--- src/pkg/dac_serial_defines.svh ---
`ifndef DAC_SERIAL_DEFINES_SVH
`define DAC_SERIAL_DEFINES_SVH

// serial frame length and its bit counter
`define DSL_WORD_BITS 24
`define DSL_CNT_BITS 5
`define DSL_CNT_FULL 5'h18

// pin input bundle: bit positions inside the synchroniser vector
`define DSL_PIN_COUNT 6
`define DSL_PIN_SCLK 0
`define DSL_PIN_FRAME 1
`define DSL_PIN_WRITE 2
`define DSL_PIN_LOAD 3
`define DSL_PIN_CLEAR 4
`define DSL_PIN_RESET 5

// idle pin levels: clock high, strobes and resets released
`define DSL_PIN_IDLE 6'h3b

// reset values of the held words
`define DSL_WORD_RESET 24'h000000

`endif

--- src/pkg/dac_serial_pkg.sv ---
package dac_serial_pkg;

	// frame tracking: idle between frames, shifting while the frame is open
	typedef enum logic [0:0] {
		ST_IDLE = 1'b0,
		ST_FRAME = 1'b1
	} frame_state_t;

endpackage : dac_serial_pkg

--- src/hw/dac_serial_load_control.sv ---
`timescale 1ns/1ps
`include "dac_serial_defines.svh"

// Overview of operation
// reset pin low returns every register to its power-on state; the pin filters and edge history reset only with the system.
// clear low loads the preset code into the converter and updates output.
// cleared output follows the currently selected coding, binary or twos.
// load strobe low at frame end updates converter on frame rising edge.
// load strobe high through frame: only input register; update on its fall.
// host always drives the load strobe to a defined level.
// 24-bit shift register samples write data on serial clock falling edges.
// readback data changes on serial clock rising edges.
// host keeps serial clock at or below 35 MHz when writing.
// shift only while frame select low, on falls after its falling edge.
// host holds frame select low for the whole transfer.
// host keeps serial clock at or below 16 MHz when reading back.
// readback line released once frame select returns high.
// frame end acts on last 24 bits; shorter frames are ignored.
module dac_serial_load_control (
	input wire logic I_MCLK,
	input wire logic I_SYS_RST,
	input wire logic I_SCLK,
	input wire logic I_FRAME_SEL_N,
	input wire logic I_SERIAL_WRITE_IN,
	input wire logic I_OUTPUT_LOAD_STROBE_N,
	input wire logic I_CLEAR_TO_PRESET_N,
	input wire logic I_DEVICE_RESET_N,
	input wire logic [`DSL_WORD_BITS-1:0] I_CLEAR_CODE,
	input wire logic I_CODING_TWOS,
	input wire logic [`DSL_WORD_BITS-1:0] I_READBACK_WORD,
	output logic O_SERIAL_READBACK_OUT,
	output logic O_SERIAL_READBACK_OE,
	output logic [`DSL_WORD_BITS-1:0] O_INPUT_WORD,
	output logic [`DSL_WORD_BITS-1:0] O_CONVERTER_WORD,
	output logic O_CONVERTER_TWOS,
	output logic O_OUTPUT_UPDATE,
	output logic O_INPUT_UPDATE
);
	logic [`DSL_PIN_COUNT-1:0] pins;
	logic [`DSL_PIN_COUNT-1:0] lvl;
	logic [`DSL_PIN_COUNT-1:0] lvl_d;
	logic sclk_fall;
	logic sclk_rise;
	logic frame_open;
	logic frame_close;
	logic load_fall;
	dac_serial_pkg::frame_state_t state;
	dac_serial_pkg::frame_state_t next_state;
	logic [`DSL_WORD_BITS-1:0] shift_in;
	logic [`DSL_WORD_BITS-1:0] next_shift_in;
	logic [`DSL_WORD_BITS-1:0] shift_out;
	logic [`DSL_WORD_BITS-1:0] next_shift_out;
	logic [`DSL_CNT_BITS-1:0] bit_cnt;
	logic [`DSL_CNT_BITS-1:0] next_bit_cnt;
	logic rb_out;
	logic next_rb_out;
	logic rb_oe;
	logic next_rb_oe;
	logic [`DSL_WORD_BITS-1:0] input_word;
	logic [`DSL_WORD_BITS-1:0] next_input_word;
	logic [`DSL_WORD_BITS-1:0] conv_word;
	logic [`DSL_WORD_BITS-1:0] next_conv_word;
	logic conv_twos;
	logic next_conv_twos;
	logic out_upd;
	logic next_out_upd;
	logic in_upd;
	logic next_in_upd;
	logic clear_busy;
	logic next_clear_busy;

	// every pin comes from the host's domain, so all of them are synchronised
	assign pins[`DSL_PIN_SCLK] = I_SCLK;
	assign pins[`DSL_PIN_FRAME] = I_FRAME_SEL_N;
	assign pins[`DSL_PIN_WRITE] = I_SERIAL_WRITE_IN;
	assign pins[`DSL_PIN_LOAD] = I_OUTPUT_LOAD_STROBE_N;
	assign pins[`DSL_PIN_CLEAR] = I_CLEAR_TO_PRESET_N;
	assign pins[`DSL_PIN_RESET] = I_DEVICE_RESET_N;

	pin_sync #(
		.WIDTH(`DSL_PIN_COUNT),
		.IDLE(`DSL_PIN_IDLE)
	) u_pin_sync (
		.i_clk(I_MCLK),
		.i_rst(I_SYS_RST),
		.i_pin(pins),
		.o_level(lvl)
	);

	// edge detection on the filtered levels; data and clock share latency
	// so the write bit seen at a clock fall is the one the host set up
	assign sclk_fall = lvl_d[`DSL_PIN_SCLK] & ~lvl[`DSL_PIN_SCLK];
	assign sclk_rise = ~lvl_d[`DSL_PIN_SCLK] & lvl[`DSL_PIN_SCLK];
	assign frame_open = lvl_d[`DSL_PIN_FRAME] & ~lvl[`DSL_PIN_FRAME];
	assign frame_close = ~lvl_d[`DSL_PIN_FRAME] & lvl[`DSL_PIN_FRAME];
	assign load_fall = lvl_d[`DSL_PIN_LOAD] & ~lvl[`DSL_PIN_LOAD];

	// next-state logic for the serial port and the update path
	always_comb
	begin
		next_state = state;
		next_shift_in = shift_in;
		next_shift_out = shift_out;
		next_bit_cnt = bit_cnt;
		next_rb_out = rb_out;
		next_rb_oe = rb_oe;
		next_input_word = input_word;
		next_conv_word = conv_word;
		next_conv_twos = conv_twos;
		next_out_upd = 1'b0;
		next_in_upd = 1'b0;
		next_clear_busy = 1'b0;
		case (state)
			dac_serial_pkg::ST_IDLE:
			begin
				next_rb_oe = 1'b0;
				if (frame_open)
				begin
					// shifting is enabled only from the frame's falling edge
					next_state = dac_serial_pkg::ST_FRAME;
					next_bit_cnt = '0;
					next_shift_out = I_READBACK_WORD;
					next_rb_oe = 1'b1;
				end
			end
			dac_serial_pkg::ST_FRAME:
			begin
				if (frame_close)
				begin
					next_state = dac_serial_pkg::ST_IDLE;
					next_rb_oe = 1'b0;
					// short frames are dropped; long ones keep the last 24 bits
					if (bit_cnt == `DSL_CNT_FULL)
					begin
						next_input_word = shift_in;
						next_in_upd = 1'b1;
						if (!lvl[`DSL_PIN_LOAD])
						begin
							next_conv_word = shift_in;
							next_conv_twos = I_CODING_TWOS;
							next_out_upd = 1'b1;
						end
					end
				end
				else
				begin
					if (sclk_fall)
					begin
						next_shift_in = {shift_in[`DSL_WORD_BITS-2:0],
							lvl[`DSL_PIN_WRITE]};
						if (bit_cnt != `DSL_CNT_FULL)
						begin
							next_bit_cnt = bit_cnt + 1'b1;
						end
					end
					if (sclk_rise)
					begin
						// msb first; host samples it late in the following low phase
						next_rb_out = shift_out[`DSL_WORD_BITS-1];
						next_shift_out = {shift_out[`DSL_WORD_BITS-2:0], 1'b0};
					end
				end
			end
			default:
			begin
				next_state = dac_serial_pkg::ST_IDLE;
				next_rb_oe = 1'b0;
			end
		endcase
		// a load strobe fall outside a frame end moves the input word across
		if (load_fall && !next_out_upd)
		begin
			next_conv_word = next_input_word;
			next_conv_twos = I_CODING_TWOS;
			next_out_upd = 1'b1;
		end
		// clear is a level: it holds the preset for as long as it is low
		// and overrides any converter update in the same cycle; the input word still loads
		if (!lvl[`DSL_PIN_CLEAR])
		begin
			next_conv_word = I_CLEAR_CODE;
			next_conv_twos = I_CODING_TWOS;
			next_clear_busy = 1'b1;
			next_out_upd = ~clear_busy;
		end
	end

	// registers; the device reset pin restores the power-on state
	always_ff @(posedge I_MCLK)
	begin
		if (I_SYS_RST || !lvl[`DSL_PIN_RESET])
		begin
			state <= dac_serial_pkg::ST_IDLE;
			shift_in <= `DSL_WORD_RESET;
			shift_out <= `DSL_WORD_RESET;
			bit_cnt <= '0;
			rb_out <= 1'b0;
			rb_oe <= 1'b0;
			input_word <= `DSL_WORD_RESET;
			conv_word <= `DSL_WORD_RESET;
			conv_twos <= 1'b0;
			out_upd <= 1'b0;
			in_upd <= 1'b0;
			clear_busy <= 1'b0;
		end
		else
		begin
			state <= next_state;
			shift_in <= next_shift_in;
			shift_out <= next_shift_out;
			bit_cnt <= next_bit_cnt;
			rb_out <= next_rb_out;
			rb_oe <= next_rb_oe;
			input_word <= next_input_word;
			conv_word <= next_conv_word;
			conv_twos <= next_conv_twos;
			out_upd <= next_out_upd;
			in_upd <= next_in_upd;
			clear_busy <= next_clear_busy;
		end
	end

	// edge history is plain bookkeeping, reset only with the system
	always_ff @(posedge I_MCLK)
	begin
		if (I_SYS_RST)
		begin
			lvl_d <= `DSL_PIN_IDLE;
		end
		else
		begin
			lvl_d <= lvl;
		end
	end

	assign O_SERIAL_READBACK_OUT = rb_out;
	assign O_SERIAL_READBACK_OE = rb_oe;
	assign O_INPUT_WORD = input_word;
	assign O_CONVERTER_WORD = conv_word;
	assign O_CONVERTER_TWOS = conv_twos;
	assign O_OUTPUT_UPDATE = out_upd;
	assign O_INPUT_UPDATE = in_upd;
endmodule : dac_serial_load_control

--- src/hw/pin_sync.sv ---
`timescale 1ns/1ps
`include "dac_serial_defines.svh"

// three-stage synchroniser per pin; the value moves on only when stages
// two and three agree, which swallows a single-cycle disagreement
module pin_sync #(
	parameter int WIDTH = `DSL_PIN_COUNT,
	parameter logic [WIDTH-1:0] IDLE = `DSL_PIN_IDLE
) (
	input wire logic i_clk,
	input wire logic i_rst,
	input wire logic [WIDTH-1:0] i_pin,
	output logic [WIDTH-1:0] o_level
);
	genvar g;
	generate
		for (g = 0; g < WIDTH; g = g + 1)
		begin : g_pin
			logic s1;
			logic s2;
			logic s3;
			logic lvl;
			logic next_lvl;

			// stage one feeds only stage two
			always_comb
			begin
				next_lvl = (s2 == s3) ? s3 : lvl;
			end

			always_ff @(posedge i_clk)
			begin
				if (i_rst)
				begin
					s1 <= IDLE[g];
					s2 <= IDLE[g];
					s3 <= IDLE[g];
					lvl <= IDLE[g];
				end
				else
				begin
					s1 <= i_pin[g];
					s2 <= s1;
					s3 <= s2;
					lvl <= next_lvl;
				end
			end

			assign o_level[g] = lvl;
		end
	endgenerate
endmodule : pin_sync

--- config.mk ---
export PLATFORM = sky130hd
export DESIGN_NAME = dac_serial_load_control
export DESIGN_NICKNAME = d
export VERILOG_FILES = /design/src/pkg/dac_serial_pkg.sv /design/src/hw/dac_serial_load_control.sv /design/src/hw/pin_sync.sv
export VERILOG_INCLUDE_DIRS = /design/src /design/src/pkg
export SDC_FILE = /design/constraint.sdc
export NUM_CORES = 1
export LEC_CHECK = 0
export BUFFER_PORTS_ARGS = -buffer_cell sky130_fd_sc_hd__buf_2
export CAP_MARGIN = 40
export CORE_ASPECT_RATIO = 0.7
export CORE_MARGIN = 10
export CORE_UTILIZATION = 40
export CTS_BUF_LIST = sky130_fd_sc_hd__clkbuf_4
export CTS_CLUSTER_SIZE = 28
export DETAILED_ROUTE_END_ITERATION = 7
export PLACE_DENSITY = 0.68
export SLEW_MARGIN = 10
export SYNTH_ARGS = -nofsm -noshare
export SYNTH_HDL_FRONTEND = slang
export SYNTH_SLANG_ARGS = --single-unit
--- constraint.sdc ---
create_clock -name I_MCLK -period 1.8 [get_ports I_MCLK]
set_clock_uncertainty 0.1 [all_clocks]
set_input_delay 0.36 -clock I_MCLK [delete_from_list [all_inputs] [get_ports I_MCLK]]
set_output_delay 0.36 -clock I_MCLK [all_outputs]
set_load 0.02 [all_outputs]
== Word-level counts from Yosys, hierarchy flattened ==
Index checks and enable logic that the tools add are counted.

* Register bits: 136
* Input port bits: 57
* Output and inout bits: 53
* Word-level logic and storage cells: 116

* $add $sub $neg: 1
* Equal/unequal tests: 18
* Mux-type cells: 37
* Bitwise logic cells: 13
* Reductions and logical operators: 10

{| class="wikitable"
|+ Operators with widths
! kind !! count
|-
| $mux 24 || 12
|-
| $pmux 24 s2 || 1
|-
| $mux 5 || 4
|-
| $mux 1 || 17
|-
| $ne 3x3->1 const B || 4
|-
| $ne 2x2->1 const B || 5
|-
| $pmux 5 s2 || 1
|-
| $reduce_and 3->1 || 3
|-
| $not 1->1 || 8
|-
| $reduce_and 4->1 || 2
|-
| $eq 1x1->1 || 6
|-
| $add 5x1->5 const B || 1
|-
| $and 1x1->1 || 5
|-
| $eq 5x5->1 const B || 1
|-
| $ne 5x5->1 const B || 1
|-
| $pmux 1 s2 || 2
|-
| $reduce_or 3->1 || 1
|-
| $logic_not 1->1 || 2
|-
| $ne 2x1->1 const B || 1
|-
| $logic_and 1x1->1 || 1
|-
| $logic_or 1x1->1 || 1
|}

== Depth between registers and ports, before layout ==
* Depth after elaboration: 8
* Mapped depth: 8

== Modules after synthesis ==
Synthesis repeated with hierarchy kept, for this count alone.

* Cells, all modules: 593
* Area, all modules: 5471.5 µm²

{| class="wikitable"
|+ By module, submodules not included
! module !! instances !! cells each !! area an instance (µm²) !! sequential area each (µm²)
|-
| dac_serial_load_control || 1 || 525 || 4708.3 || 2222.1
|-
| pin_sync || 1 || 68 || 763.2 || 480.5
|}

== Worst setup path before layout ==
Ideal clock, no wire load.

* Path kind: reg2reg
* From: register bit_cnt[0]
* To: register conv_word[0], in the netlist O_CONVERTER_WORD[0]
* Arrival: 1572 ps
* Required time: 1559 ps
* Path slack: -13 ps
* Cell stages (with the launch flop): 9
* Buffers on the path: 2
* Clock period less this slack: 1813 ps
* Path through: dfxtp_1 -> inv_1 -> ha_1 -> nand4b_1 -> or2_1 -> buf_6 -> o2111ai_4 -> buf_6 -> o221ai_1

* Longest elaborated chain between the ends: 8
* Elaborated cells between the ends (all ways): 16
* Those cells by class: eq/ne (5); mux (8); reduce/logical (3)

{| class="wikitable"
|+ RTL lines
! item !! line !! text
|-
| start, declared || dac_serial_load_control.sv:53 || <nowiki>logic [`DSL_CNT_BITS-1:0] bit_cnt;</nowiki>
|-
| start signal, assigned || dac_serial_load_control.sv:211 || <nowiki>bit_cnt <= next_bit_cnt;</nowiki>
|-
| $eq 5x5->1 (no line) (*) || -- ||
|-
| $mux 1 || dac_serial_load_control.sv:133 || <nowiki>if (bit_cnt == `DSL_CNT_FULL)</nowiki>
|-
| $mux 1 || dac_serial_load_control.sv:128 || <nowiki>if (frame_close)</nowiki>
|-
| $mux 1 || dac_serial_load_control.sv:113 || <nowiki>case (state)</nowiki>
|-
| $logic_not 1->1 || dac_serial_load_control.sv:171 || <nowiki>if (load_fall && !next_out_upd)</nowiki>
|-
| $logic_and 1x1->1 || dac_serial_load_control.sv:171 ||
|-
| $ne 3x3->1 (no line) or $mux 24 (tied branches) || -- ||
|-
| $reduce_and 4->1 (no line) or $mux 24 (tied branches) || -- ||
|-
| end signal, assigned || dac_serial_load_control.sv:200 || <nowiki>conv_word <= `DSL_WORD_RESET;</nowiki>
|-
| end signal, assigned || dac_serial_load_control.sv:215 || <nowiki>conv_word <= next_conv_word;</nowiki>
|-
| end, declared || dac_serial_load_control.sv:61 || <nowiki>logic [`DSL_WORD_BITS-1:0] conv_word;</nowiki>
|}

Every way passes the cells marked *; elsewhere a longest branch is shown, timed or not.
A chain may end at the register's enable or synchronous reset.

== Worst setup path after layout ==
* From: register bit_cnt[0]
* To: register conv_word[18], in the netlist O_CONVERTER_WORD[18]

Same word-level chain as after synthesis.

==> reports/metrics.csv <==
metric,value,unit
design.core.area,0.0131,mm2
setup_viol,14,
synth-async-reset-ratio,0,%
clock_latency,0.51,ns
area_delta_synth_final,29.6,%
ir_drop,0.349,mV
cts_tree,yes,
rsz0062_at_grt,yes,
fin_nets,801,
hold_class,input pin to flip-flop,
worstPathArrival,2.16,ns
syn_nets,649,
syn-instance-count,590,
first_global_vias,4521,
place_inst,850,
drt.antenna.violating_nets,0,
violations,negative setup slack,
fin_crit_sh,103,%
syn_area,0.00529,mm2
start_util,40.5,%
worstMarginPinSlew,0.456,ns
final_cell_mix,"dfxtp_1 (132), nand2_1 (125), buf_2 (109)",
outcome,"complete, but fails checks",
clockBufferDepth,2,
vias,4576,
antenna_found_initial,0,
drv_cap,0,
worstHoldStart,I_READBACK_WORD[12],
cp_max_fo,6,
grt_use_total,15.3,%
route.detailed.drc,0,
grt.overflow.total,0,
dieArea,0.0183,mm2
root_buffer,clkbuf_4,
r2r-start,bit_cnt[0],
synth_cell_types,36,
timing_hold_violations_final,0,
leakagePower,2.75,nW
totalWireLength,13900,um
firstDrtPassIters,5,
powerDensity,745,mW/mm2
ys_ff_latch,135,
drive_gt1_share,27.3,%
max_freq,0.538,GHz
synth_edf_count,0,
grt_max_degree,56,
fin_ws,-0.0581,ns
io_buffers,109,
synth.avg_cell_area,8.97,um2
htree_levels,4,
fin_cells,922,
io-pin-count,110,
fin_util,52.5,%
cts_buffers,17,
cp-startpoint,bit_cnt[0],
yosys_most_used_dff,dfxtp_1,
cp-end-kind,flip-flop,
die_height,116,um
dpl.hpwl,9130,um
chipWidth,157,um
drt_iter0_markers,330,
rows,35,
crit_type,flip-flop to flip-flop,
ys_seq_area_share,51.1,%
drv_slew,0,
relSlewSlack,69.1,%
crit_required,2.10,ns
cts_num_sinks,135,
wl_per_cell,15.1,um
avgViaCountPerCell,4.96,
grt_pass1_wl,22700,um
period_needed,1.86,ns
globalplace.congestion,0.786,
startpoint_type,flip-flop,
ys_warn_count,0,
clk_pin_slew,0.13,ns
mostFrequentLayoutCell,dfxtp_1,
cells by family after synthesis:
| family | Yosys count | synth area share (%) |
|---|---|---|
| fa+ha+maj | 2 | 0.473 |
| simple gates | 209 | 17.3 |
| buf+inv | 67 | 5.82 |
| flops | 135 | 51.1 |
| xor+xnor | 1 | 0.166 |
| compound gates | 125 | 15.6 |
| mux | 51 | 9.65 |
power by group:
part	switching, mW	internal [mW]	total (mW)
combinational	0.107	0.134	0.241
sequential	0.00883	3.01	3.02
clock	1.17	0.684	1.85
layout make-up:
type / instances / area (um2)
clock inverter: 15 / 129
timing repair buffer: 173 / 1250
fill: 1209 / 6190
inverter: 27 / 101
tap: 166 / 208
clock buffer: 17 / 128
multi-input combinational: 388 / 2330
antenna: 1 / 2.50
sequential: 135 / 2710
final timing paths:
path	end	slack, ns	depth (start not counted)
max	O_CONVERTER_WORD[18]	-0.06	9
min	shift_out[12]	0.07	3
max reg2reg	O_CONVERTER_WORD[18]	-0.06	9
min reg2reg	u_pin_sync.g_pin[4].s2	0.32	1
registers in the layout, indices dropped and copies added (netlist names):
signal / flops
O_CONVERTER_WORD: 24
O_INPUT_WORD: 24
shift_in: 24
shift_out: 24
u_pin_sync.g_pin.lvl: 6
u_pin_sync.g_pin.s1: 6
u_pin_sync.g_pin.s2: 6
u_pin_sync.g_pin.s3: 6
bit_cnt: 5
lvl_d: 3
O_CONVERTER_TWOS: 1
O_INPUT_UPDATE: 1
O_OUTPUT_UPDATE: 1
O_SERIAL_READBACK_OE: 1
O_SERIAL_READBACK_OUT: 1
clear_busy: 1
state: 1
cell usage after synthesis, drive strengths merged, types with 2 or more instances:
library cell  count  share of area, %
clkbuf           23               1.6
and3              2              0.24
o21bai            7              0.99
mux2i            51               9.6
o221ai           24               4.0
or3               2              0.24
buf              17               2.3
nor2             37               2.7
nand2b            4              0.47
or2              20               2.4
nor2b             7              0.83
dfxtp           135                51
ha                2              0.47
a211oi           23               3.3
a31oi             2              0.24
a21oi            60               5.7
nand4             5              0.59
nor3b             2              0.28
o21ai             6              0.57
inv              27               1.9
nand2           125               8.9
critical path, stage by stage, from the launching register on:
cell	delay, ns
dfxtp_2	0.34
inv_2	0.07
ha_4	0.13
nand4b_1	0.15
buf_4	0.19
o21bai_4	0.16
buf_6	0.15
buf_16	0.13
mux2i_1	0.21
o221ai_1	0.14
stage by stage:
stage | setup TNS [ns] | hold slack [ns] | worst slack, ns | total power [mW] | cell area (um2)
after floorplan | 0 | 0.289 | 0.0199 | 3.17 | 5310
after global placement | -6.88 | 0.302 | -0.283 | 3.26 | 6120
after detailed placement | -0.786 | 0.296 | -0.173 | 3.27 | 6130
after CTS | -0.145 | 0.0131 | -0.0297 | 5.17 | 6830
after global routing | -3.37 | 0.0106 | -0.175 | 5.35 | 6850
final | -0.243 | 0.0725 | -0.0581 | 5.11 | 6860
layer usage:
metal  GRT usage [%]  wire [um]
met3            4.23        775
met4            5.84        108
met2            23.0       6230
met1            20.5       6830
met5               0          0
repair_timing:
item                                    4_1_cts  5_1_grt
hold buffers                                 31        0
setup buffers                                 4        1
endpoints found under the setup margin       24       54
gates resized for setup                       5        7
cloned                                        3        0
endpoints found under the hold margin        31        0
pin swaps                                     1        3
Note: power is estimated with default switching activity, not from simulation.
